<file path="config.mk">
export PLATFORM = sky130hd
export DESIGN_NAME = tcs_stats
export DESIGN_NICKNAME = d
export VERILOG_FILES = /design/src/design/tcs_pkg.sv /design/src/design/tcs_counter.sv /design/src/design/tcs_stats.sv
export SDC_FILE = /design/constraint.sdc
export NUM_CORES = 1
export LEC_CHECK = 0
export ABC_AREA = 1
export BUFFER_PORTS_ARGS = -buffer_cell sky130_fd_sc_hd__buf_2
export CELL_PAD_IN_SITES_DETAIL_PLACEMENT = 0
export CELL_PAD_IN_SITES_GLOBAL_PLACEMENT = 1
export CORE_MARGIN = 5
export CORE_UTILIZATION = 44
export DETAILED_ROUTE_END_ITERATION = 10
export PLACE_DENSITY_LB_ADDON = 0.1
export SLEW_MARGIN = 20
export SYNTH_ARGS = -nofsm -noshare
export SYNTH_HDL_FRONTEND = slang
export SYNTH_HIERARCHICAL = 1
export SYNTH_SLANG_ARGS = --single-unit
</file>
<file path="constraint.sdc">
create_clock -name mclk -period 2.14 [get_ports mclk]
set_input_delay 0.107 -clock mclk [delete_from_list [all_inputs] [get_ports mclk]]
set_output_delay 0.107 -clock mclk [all_outputs]
set_load 0.05 [all_outputs]
</file>
<file path="src/design/tcs_pkg.sv">
// constants for the transmit collision statistics block
package tcs_pkg;

	// management addressing
	localparam logic [4:0] STAT_DEV = 5'h01;
	localparam logic [9:0] STAT_PAGE = 10'h30a;
	localparam logic [9:0] CTRL_PAGE = 10'h301;
	localparam logic [4:0] THR_REG = 5'h15;

	// counter bank
	localparam int NUM_CNT = 7;
	localparam int CNT_SINGLE = 0;
	localparam int CNT_EXCESS = 1;
	localparam int CNT_MULTI = 2;
	localparam int CNT_LATE = 3;
	localparam int CNT_TOTAL = 4;
	localparam int CNT_DEFER = 5;
	localparam int CNT_NOCRS = 6;
	localparam logic [31:0] CNT_RST = 32'h0000_0000;

	// upper half register of each pair; lower half sits one above
	localparam logic [4:0] REG_SINGLE = 5'h10;
	localparam logic [4:0] REG_EXCESS = 5'h12;
	localparam logic [4:0] REG_MULTI = 5'h14;
	localparam logic [4:0] REG_LATE = 5'h17;
	localparam logic [4:0] REG_TOTAL = 5'h19;
	localparam logic [4:0] REG_DEFER = 5'h1b;
	localparam logic [4:0] REG_NOCRS = 5'h1d;
	localparam logic [6:0][4:0] CNT_REG = {REG_NOCRS, REG_DEFER, REG_TOTAL,
		REG_LATE, REG_MULTI, REG_EXCESS, REG_SINGLE};

	// collision threshold register fields
	localparam int THR_POS = 1;
	localparam int THR_W = 8;
	localparam int RETRY_LATE_POS = 0;
	localparam logic [7:0] THR_RST = 8'h0f;
	localparam logic RETRY_LATE_RST = 1'b0;

	// per packet collision limit
	localparam logic [4:0] EXCESS_COLL = 5'h10;
	localparam logic [7:0] EXCESS_THR = 8'h10;

	// slot time, 512 bit times at 100 Mb/s
	localparam int SLOT_NS = 5120;
	localparam int CLK_NS = 10;
	localparam logic [9:0] SLOT_CYC = 10'((SLOT_NS + CLK_NS - 1) / CLK_NS);

endpackage

</file>
<file path="src/design/tcs_counter.sv">
// one 32-bit wrapping statistics counter
`timescale 1ns/1ps
module tcs_counter
(
	// clock and reset
	input wire logic mclk,
	input wire logic rst_b,
	input wire logic ce,
	// event
	input wire logic inc,
	// value
	output logic [31:0] count
);

	// plain binary add wraps from all ones to zero
	always_ff @(posedge mclk)
	begin
		if (!rst_b)
			count <= tcs_pkg::CNT_RST;
		else if (ce && inc)
			count <= count + 32'h0000_0001;
	end

endmodule

</file>
<file path="src/design/tcs_stats.sv">
// transmit collision statistics counters with management read port
//
// Operation
// - each counter shows as two 16-bit registers, upper half at lower number
// - counters at device 01 page 778 from register 16, 32-bit, RO, reset 0
// - single counter counts good packets with exactly one collision
// - collision counters move only when tx enabled and half duplex
// - excessive counter counts packets with 16 or more collisions
// - excessive counter never moves when retry threshold is below 16
// - multiple counter counts transmits with 2 to 15 collisions
// - late counter counts packets colliding after one slot time
// - total counter adds every collision seen by the transmitter
// - defer counter counts packets that cannot go at once
// - defer counter needs only tx enabled, any duplex mode
// - defer counter ignores streaming transmits held only by tx gap
// - no-carrier counter counts good sends lacking carrier within slot
// - transmission start is the cycle tx_en rises toward the phy
// - phy carrier sense is expected during every transmission
// - no-carrier counter moves only when tx enabled
// - retry threshold is 8-bit field at bits 8:1, reset 0x0f
`timescale 1ns/1ps
module tcs_stats
(
	// clock and reset
	input wire logic mclk,
	input wire logic rst_b,
	input wire logic ce,
	// transmit mac status, same clock
	input wire logic tx_enable,
	input wire logic half_duplex,
	input wire logic tx_en,
	input wire logic pkt_done,
	input wire logic pkt_ok,
	input wire logic defer_evt,
	input wire logic defer_ipg_only,
	// phy pins
	input wire logic crs_pin,
	input wire logic col_pin,
	// management access
	input wire logic mgmt_rd,
	input wire logic mgmt_wr,
	input wire logic [4:0] mgmt_dev,
	input wire logic [9:0] mgmt_page,
	input wire logic [4:0] mgmt_reg,
	input wire logic [15:0] mgmt_wdata,
	output logic [15:0] mgmt_rdata,
	output logic mgmt_rvalid,
	// retry control toward the mac
	output logic [7:0] coll_threshold,
	output logic retry_late
);

	localparam int NUM_CNT_W = tcs_pkg::NUM_CNT;

	logic crs_s1_q;
	logic crs_s2_q;
	logic col_s1_q;
	logic col_s2_q;
	logic col_s3_q;
	logic tx_en_d1_q;
	logic tx_start;
	logic col_edge;
	logic gate_hd;
	logic gate_tx;
	logic [9:0] slot_cnt_q;
	logic slot_over;
	logic crs_seen_q;
	logic [4:0] col_n_q;
	logic late_q;
	logic [7:0] thr_q;
	logic retry_late_q;
	logic [NUM_CNT_W-1:0] inc;
	logic [31:0] cnt [tcs_pkg::NUM_CNT];
	logic stat_sel;
	logic ctrl_sel;
	logic [15:0] rdata_d;
	logic [15:0] rdata_q;
	logic rvalid_q;
	logic snap_take;
	logic [2:0] snap_idx_d;
	logic [15:0] snap_q;
	logic [2:0] snap_idx_q;
	logic snap_vld_q;

	// phy pins cross in through two flops; third flop only finds edges
	always_ff @(posedge mclk)
	begin
		if (!rst_b)
		begin
			crs_s1_q <= 1'b0;
			crs_s2_q <= 1'b0;
			col_s1_q <= 1'b0;
			col_s2_q <= 1'b0;
			col_s3_q <= 1'b0;
			tx_en_d1_q <= 1'b0;
		end
		else if (ce)
		begin
			crs_s1_q <= crs_pin;
			crs_s2_q <= crs_s1_q;
			col_s1_q <= col_pin;
			col_s2_q <= col_s1_q;
			col_s3_q <= col_s2_q;
			tx_en_d1_q <= tx_en;
		end
	end

	assign tx_start = tx_en & ~tx_en_d1_q;
	assign col_edge = col_s2_q & ~col_s3_q & tx_en;
	assign gate_hd = tx_enable & half_duplex;
	assign gate_tx = tx_enable;

	// slot timer restarts on every attempt and parks at one slot time
	always_ff @(posedge mclk)
	begin
		if (!rst_b)
			slot_cnt_q <= 10'h000;
		else if (ce)
		begin
			if (tx_start)
				slot_cnt_q <= 10'h000;
			else if (tx_en && !slot_over)
				slot_cnt_q <= slot_cnt_q + 10'h001;
		end
	end

	assign slot_over = slot_cnt_q == tcs_pkg::SLOT_CYC;

	// carrier must show within the slot of each attempt
	always_ff @(posedge mclk)
	begin
		if (!rst_b)
			crs_seen_q <= 1'b0;
		else if (ce)
		begin
			if (tx_start)
				crs_seen_q <= crs_s2_q;
			else if (tx_en && !slot_over && crs_s2_q)
				crs_seen_q <= 1'b1;
		end
	end

	// per packet collision tally over all retries; saturates at sixteen
	always_ff @(posedge mclk)
	begin
		if (!rst_b)
			col_n_q <= 5'h00;
		else if (ce)
		begin
			if (pkt_done)
				col_n_q <= 5'h00;
			else if (col_edge && col_n_q != tcs_pkg::EXCESS_COLL)
				col_n_q <= col_n_q + 5'h01;
		end
	end

	// a collision past the slot marks the packet late
	always_ff @(posedge mclk)
	begin
		if (!rst_b)
			late_q <= 1'b0;
		else if (ce)
		begin
			if (pkt_done)
				late_q <= 1'b0;
			else if (col_edge && slot_over)
				late_q <= 1'b1;
		end
	end

	// counter events
	assign inc[tcs_pkg::CNT_SINGLE] = pkt_done & pkt_ok & gate_hd &
		(col_n_q == 5'h01);
	// threshold test keeps the counter still when retries stop early
	assign inc[tcs_pkg::CNT_EXCESS] = pkt_done & gate_hd &
		(col_n_q >= tcs_pkg::EXCESS_COLL) &
		(thr_q >= tcs_pkg::EXCESS_THR);
	assign inc[tcs_pkg::CNT_MULTI] = pkt_done & pkt_ok & gate_hd &
		(col_n_q > 5'h01) & (col_n_q < tcs_pkg::EXCESS_COLL);
	assign inc[tcs_pkg::CNT_LATE] = pkt_done & late_q & gate_hd;
	assign inc[tcs_pkg::CNT_TOTAL] = col_edge & gate_hd;
	assign inc[tcs_pkg::CNT_DEFER] = defer_evt & ~defer_ipg_only &
		gate_tx;
	assign inc[tcs_pkg::CNT_NOCRS] = pkt_done & pkt_ok & ~crs_seen_q &
		gate_tx;

	// counter bank; each wraps on its own
	for (genvar i = 0; i < tcs_pkg::NUM_CNT; i++)
	begin : g_cnt
		tcs_counter u_cnt
		(
			.mclk(mclk),
			.rst_b(rst_b),
			.ce(ce),
			.inc(inc[i]),
			.count(cnt[i])
		);
	end

	// retry threshold register, software written
	always_ff @(posedge mclk)
	begin
		if (!rst_b)
		begin
			thr_q <= tcs_pkg::THR_RST;
			retry_late_q <= tcs_pkg::RETRY_LATE_RST;
		end
		else if (ce && mgmt_wr && ctrl_sel)
		begin
			thr_q <= mgmt_wdata[tcs_pkg::THR_POS +:
				tcs_pkg::THR_W];
			retry_late_q <= mgmt_wdata[tcs_pkg::RETRY_LATE_POS];
		end
	end

	assign coll_threshold = thr_q;
	assign retry_late = retry_late_q;

	assign stat_sel = mgmt_dev == tcs_pkg::STAT_DEV &&
		mgmt_page == tcs_pkg::STAT_PAGE;
	assign ctrl_sel = mgmt_dev == tcs_pkg::STAT_DEV &&
		mgmt_page == tcs_pkg::CTRL_PAGE && mgmt_reg == tcs_pkg::THR_REG;

	// read mux; unmapped registers read zero, writes to counters ignored
	always_comb
	begin
		rdata_d = 16'h0000;
		snap_take = 1'b0;
		snap_idx_d = 3'h0;
		if (ctrl_sel)
		begin
			rdata_d[tcs_pkg::THR_POS +: tcs_pkg::THR_W] = thr_q;
			rdata_d[tcs_pkg::RETRY_LATE_POS] = retry_late_q;
		end
		for (int i = 0; i < tcs_pkg::NUM_CNT; i++)
		begin
			if (stat_sel && mgmt_reg == tcs_pkg::CNT_REG[i])
			begin
				rdata_d = cnt[i][31:16];
				snap_take = 1'b1;
				snap_idx_d = 3'(i);
			end
			if (stat_sel && mgmt_reg == tcs_pkg::CNT_REG[i] + 5'h01)
			begin
				if (snap_vld_q && snap_idx_q == 3'(i))
					rdata_d = snap_q;
				else
					rdata_d = cnt[i][15:0];
			end
		end
	end

	// reading the upper half freezes the lower half for the pair read
	always_ff @(posedge mclk)
	begin
		if (!rst_b)
		begin
			snap_q <= 16'h0000;
			snap_idx_q <= 3'h0;
			snap_vld_q <= 1'b0;
		end
		else if (ce && mgmt_rd)
		begin
			snap_vld_q <= snap_take;
			if (snap_take)
			begin
				snap_q <= cnt[snap_idx_d][15:0];
				snap_idx_q <= snap_idx_d;
			end
		end
	end

	// read answer one cycle after the strobe
	always_ff @(posedge mclk)
	begin
		if (!rst_b)
		begin
			rdata_q <= 16'h0000;
			rvalid_q <= 1'b0;
		end
		else if (ce)
		begin
			rvalid_q <= mgmt_rd;
			if (mgmt_rd)
				rdata_q <= rdata_d;
		end
	end

	assign mgmt_rdata = rdata_q;
	assign mgmt_rvalid = rvalid_q;

	// checks
	single_count_a: assert property (
		@(posedge mclk) disable iff (!rst_b)
		ce && pkt_done && pkt_ok && gate_hd && col_n_q == 5'h01
		|=> cnt[0] == 32'($past(cnt[0]) + 32'h1))
		else $error("single collision count missed");

	duplex_hold_a: assert property (
		@(posedge mclk) disable iff (!rst_b)
		!half_duplex |=> $stable(cnt[4]) && $stable(cnt[2]))
		else $error("collision counter moved in full duplex");

	excess_block_a: assert property (
		@(posedge mclk) disable iff (!rst_b)
		thr_q < 8'h10 |=> $stable(cnt[1]))
		else $error("excess counter moved under low threshold");

	multi_range_a: assert property (
		@(posedge mclk) disable iff (!rst_b)
		ce && pkt_done && gate_hd && col_n_q == 5'h10 &&
		thr_q >= 8'h10
		|=> $stable(cnt[2]) && cnt[1] == 32'($past(cnt[1]) + 32'h1))
		else $error("sixteen collisions counted wrongly");

	total_edge_a: assert property (
		@(posedge mclk) disable iff (!rst_b)
		ce && gate_hd && tx_en && col_s2_q && !col_s3_q
		|=> cnt[4] == 32'($past(cnt[4]) + 32'h1))
		else $error("collision not added to total");

	defer_fd_a: assert property (
		@(posedge mclk) disable iff (!rst_b)
		ce && tx_enable && !half_duplex && defer_evt && !defer_ipg_only
		|=> cnt[5] == 32'($past(cnt[5]) + 32'h1))
		else $error("defer not counted in full duplex");

	defer_ipg_a: assert property (
		@(posedge mclk) disable iff (!rst_b)
		defer_ipg_only |=> $stable(cnt[5]))
		else $error("gap only defer was counted");

	nocrs_count_a: assert property (
		@(posedge mclk) disable iff (!rst_b)
		ce && pkt_done && pkt_ok && tx_enable && !crs_seen_q
		|=> cnt[6] == 32'($past(cnt[6]) + 32'h1))
		else $error("no carrier send not counted");

	upper_read_a: assert property (
		@(posedge mclk) disable iff (!rst_b)
		ce && mgmt_rd && stat_sel && mgmt_reg == 5'h10
		|=> mgmt_rvalid && mgmt_rdata == $past(cnt[0][31:16]))
		else $error("upper half read wrong");

	thr_reset_a: assert property (
		@(posedge mclk)
		!rst_b |=> coll_threshold == 8'h0f)
		else $error("threshold reset value wrong");

endmodule

</file>
==> results.yml <==
outcome:
  status: "complete, but fails checks"
  violations: "negative setup slack"
timing:
  clock.fmax_mhz: 443
  fin_crit_sh: 1.06
  clock-skew-final_ns: 0.0394
  tightest_slew_ns: 0.760
  setup_viol: 5
  grt_setup_unrepaired: "true"
  min_period_ns: 2.26
  slew-limit-headroom: 0.491
  timing.final.ws_setup_ns: -0.118
  maxSlewViolCount: 0
  hold_violations: 0
logic_synthesis:
  syn_inst: 3185
  synth_edf_count: 0
  synth_common_cells: "947 x nand2_1, 557 x nor2_1, 295 x inv_1, 293 x dfxtp_1, 212 x nand3_1"
  synth.distinct_cells: 48
  netlist.area_leader.share: 0.302
  avgSynthCellArea_um2: 6.11
  yosysSeqAreaShare: 0.302
  synth_top_flop_cell: "dfxtp_1"
  synthesis.nets: 3247
  netlist_area_mm2: 0.0194
  synthArstFlopShare: 0
  ys_ff_latch: 293
  yosysMostFrequentCell: "nand2_1"
  yosysTopAreaCell: "dfxtp_1"
  synth_area_leaders: "dfxtp_1 30%, nand2_1 18%, nor2_1 11%"
  ys_warn_count: 6
clock_tree:
  root_buffer: "clkbuf_16"
  cts_tree: "done"
  cts.sinks: 293
  clk_pin_slew_ns: 0.07
  cts_max_level: 2
  insertion_delay_ns: 0.57
  clockBufferDepth: 3
  cts_buffers: 38
drt:
  drcViolationCount: 0
  ant_nets: 0
  drtIter0Drc: 2640
  via_per_inst: 5.44
  routed_wl_um: 78800
  dr_total_vias: 21749
  dr.pass1.iters: 5
  routedWlPerCell_um: 19.7
layout:
  n_antenna_cell: 0
  layoutNonFillerInstCount: 3998
  area_growth_pct: 19.3
  utilization: 0.528
  drive_gt1_frac: 0.151
  nNetsFinal: 3444
setup_path:
  end_kind: "flop"
  cp-start-kind: "flop"
  path_cells: "nor2_4 > nand2_4 > buf_8 > buf_6 > nand2_2 > nand2_2 > nand4_1 > nand3_1 > nor2_2 > nand4_1 > nor2_1 > nand4_1 > nor2_1 > nand4_1 > nand2_1 > a21oi_1"
  critPathArrivalTime_ns: 2.69
  cp_slowest_cell: "dfxtp_2"
  cp.required_ns: 2.58
  critPathMaxFanout: 6
  path_class: "reg -> reg"
  critPathMostFrequentCell: "nand4_1"
  slowest_delay_ns: 0.34
floorplan:
  die_w_um: 220
  die_area_mm2: 0.0485
  boundaryPins: 76
  core_mm2: 0.0439
  dieHeight_um: 220
  initial_core_util: 0.443
  rows: 77
pwr:
  cellLeakagePower_nw: 9.22
  power.total_mw: 12.4
  power.density_mw_per_mm2: 533
  peakVddDrop_uv: 567
grt:
  grt_max_degree: 49
  antenna_found_initial: 0
  first_global_vias: 19757
  grt_use_total: 0.317
  gr-total-overflow: 0
  grt_pass1_wl_um: 119000
placed_design:
  gp_congestion: 1.04
  io_buffers: 68
  dpl.cell_count: 3905
  hpwl_um: 61400
flow_run:
  drv_cap: 0
min_path:
  min_path_type: "in -> reg"
worst paths after layout:
path	startpoint	end	slack, ns	cells after the start
worst min-delay path	mgmt_wr	coll_threshold[3]$_SDFFE_PN1P_	0.07	6
worst min register to register	slot_cnt_q[9]$_SDFFE_PN0P_	slot_cnt_q[9]$_SDFFE_PN0P_	0.46	1
worst max register to register	snap_idx_q[0]$_SDFFE_PN0P_	mgmt_rdata[1]$_SDFFE_PN0P_	-0.12	16
worst max-delay path	snap_idx_q[0]$_SDFFE_PN0P_	mgmt_rdata[1]$_SDFFE_PN0P_	-0.12	16
power breakdown:
| group | switching (mW) | internal [mW] |
|---|---|---|
| logic | 0.300 | 0.153 |
| registers | 0.0133 | 5.47 |
| clock network | 2.52 | 3.93 |
cells by family after synthesis:
kind of cell,share of synthesized area
AOI/OAI and AO/OA,0.116
buffers and inverters,0.0862
adders and majority gates,0.00772
xor gates and xnor gates,0.0225
DFF,0.302
and+or+nand+nor,0.466
repair_timing:
| action | in CTS | in global routing |
|---|---|---|
| gates resized for setup | 21 | 70 |
| endpoints found under the setup margin | 9 | 43 |
| hold buffers | 14 | 0 |
| hold endpoints to repair | 37 | 0 |
| buffers inserted | 6 | 6 |
| cloned | 1 | 2 |
| pin swaps | 19 | 77 |
cell type report:
type,instances,area (um2)
fillers,4581,20700
multi-input cells,2479,12100
flip-flops and latches,293,5870
repair buffers,244,2020
inverters,326,1230
clock buffers,54,1100
well taps,592,741
clock inverters,10,131
registers in the layout, indices dropped and copies added, names as in the netlist:
register and cells:
crs_seen_q 1, crs_s2_q 1, col_n_q 5, late_q 1, slot_cnt_q 10, tx_en_d1_q 1
snap_vld_q 1, col_s2_q 1, crs_s1_q 1, snap_idx_q 3, snap_q 16, col_s3_q 1
col_s1_q 1, coll_threshold 8, g_cnt.u_cnt/count 224, mgmt_rvalid 1, mgmt_rdata 16, retry_late 1
stage by stage:
step                instance area, um2  worst slack (ns)  TNS [ns]  hold slack [ns]
global route                     23200            -0.244     -1.48            0.110
detailed placement               21400            -0.328     -5.30            0.326
global placement                 21400            -0.310     -5.30            0.321
finish                           23200            -0.118    -0.254           0.0713
floorplan                        19400             0.189         0            0.233
CTS                              22900           -0.0359    -0.120           0.0429
cell usage in the layout, fill, tap and decap left out, types with 3 or more instances in the layout:
cell	netlist	routed
o211ai_1	18	18
clkbuf_8	0	7
nand2_2	24	44
a21oi_1	198	198
xnor2_1	15	15
buf_2	26	67
o21ai_0	180	168
nor3_1	24	22
nand3_2	15	16
dfxtp_2	0	4
o21bai_1	17	17
o21ai_1	4	14
nand3_4	7	8
nor2_4	39	44
nor2_1	557	543
nor3_4	1	3
clkinv_2	0	5
dfxtp_1	293	288
nor3b_1	3	3
ha_1	12	11
clkinv_1	10	10
inv_2	20	23
xor2_1	35	35
nand3_1	212	210
nand4_1	89	89
nor4_4	4	4
buf_12	0	21
buf_6	5	8
inv_1	295	292
nor2_2	25	34
dlygate4sd3_1	0	14
bufinv_16	0	3
buf_4	10	131
nor2_8	8	8
nand2_4	25	29
clkbuf_1	44	8
nand2_1	947	923
clkbuf_16	0	40
critical path: cells and delay by family (launching register included):
family / cells / cell delay, ns
and+or+nand+nor: 13 / 1.46
buffers and inverters: 2 / 0.27
DFF: 1 / 0.34
AOI/OAI and AO/OA: 1 / 0.06
metal layers:
metal	wire, um	part of all wire	track usage	up-vias
met3	6930	0.088	0.0512	121
met2	33000	0.42	0.465	869
met4	2200	0.028	0.0928	0
li1	-	-	-	10590
met1	36700	0.47	0.477	10169
met5	0	0	0	-
Note: power is estimated with default switching activity, not from simulation.
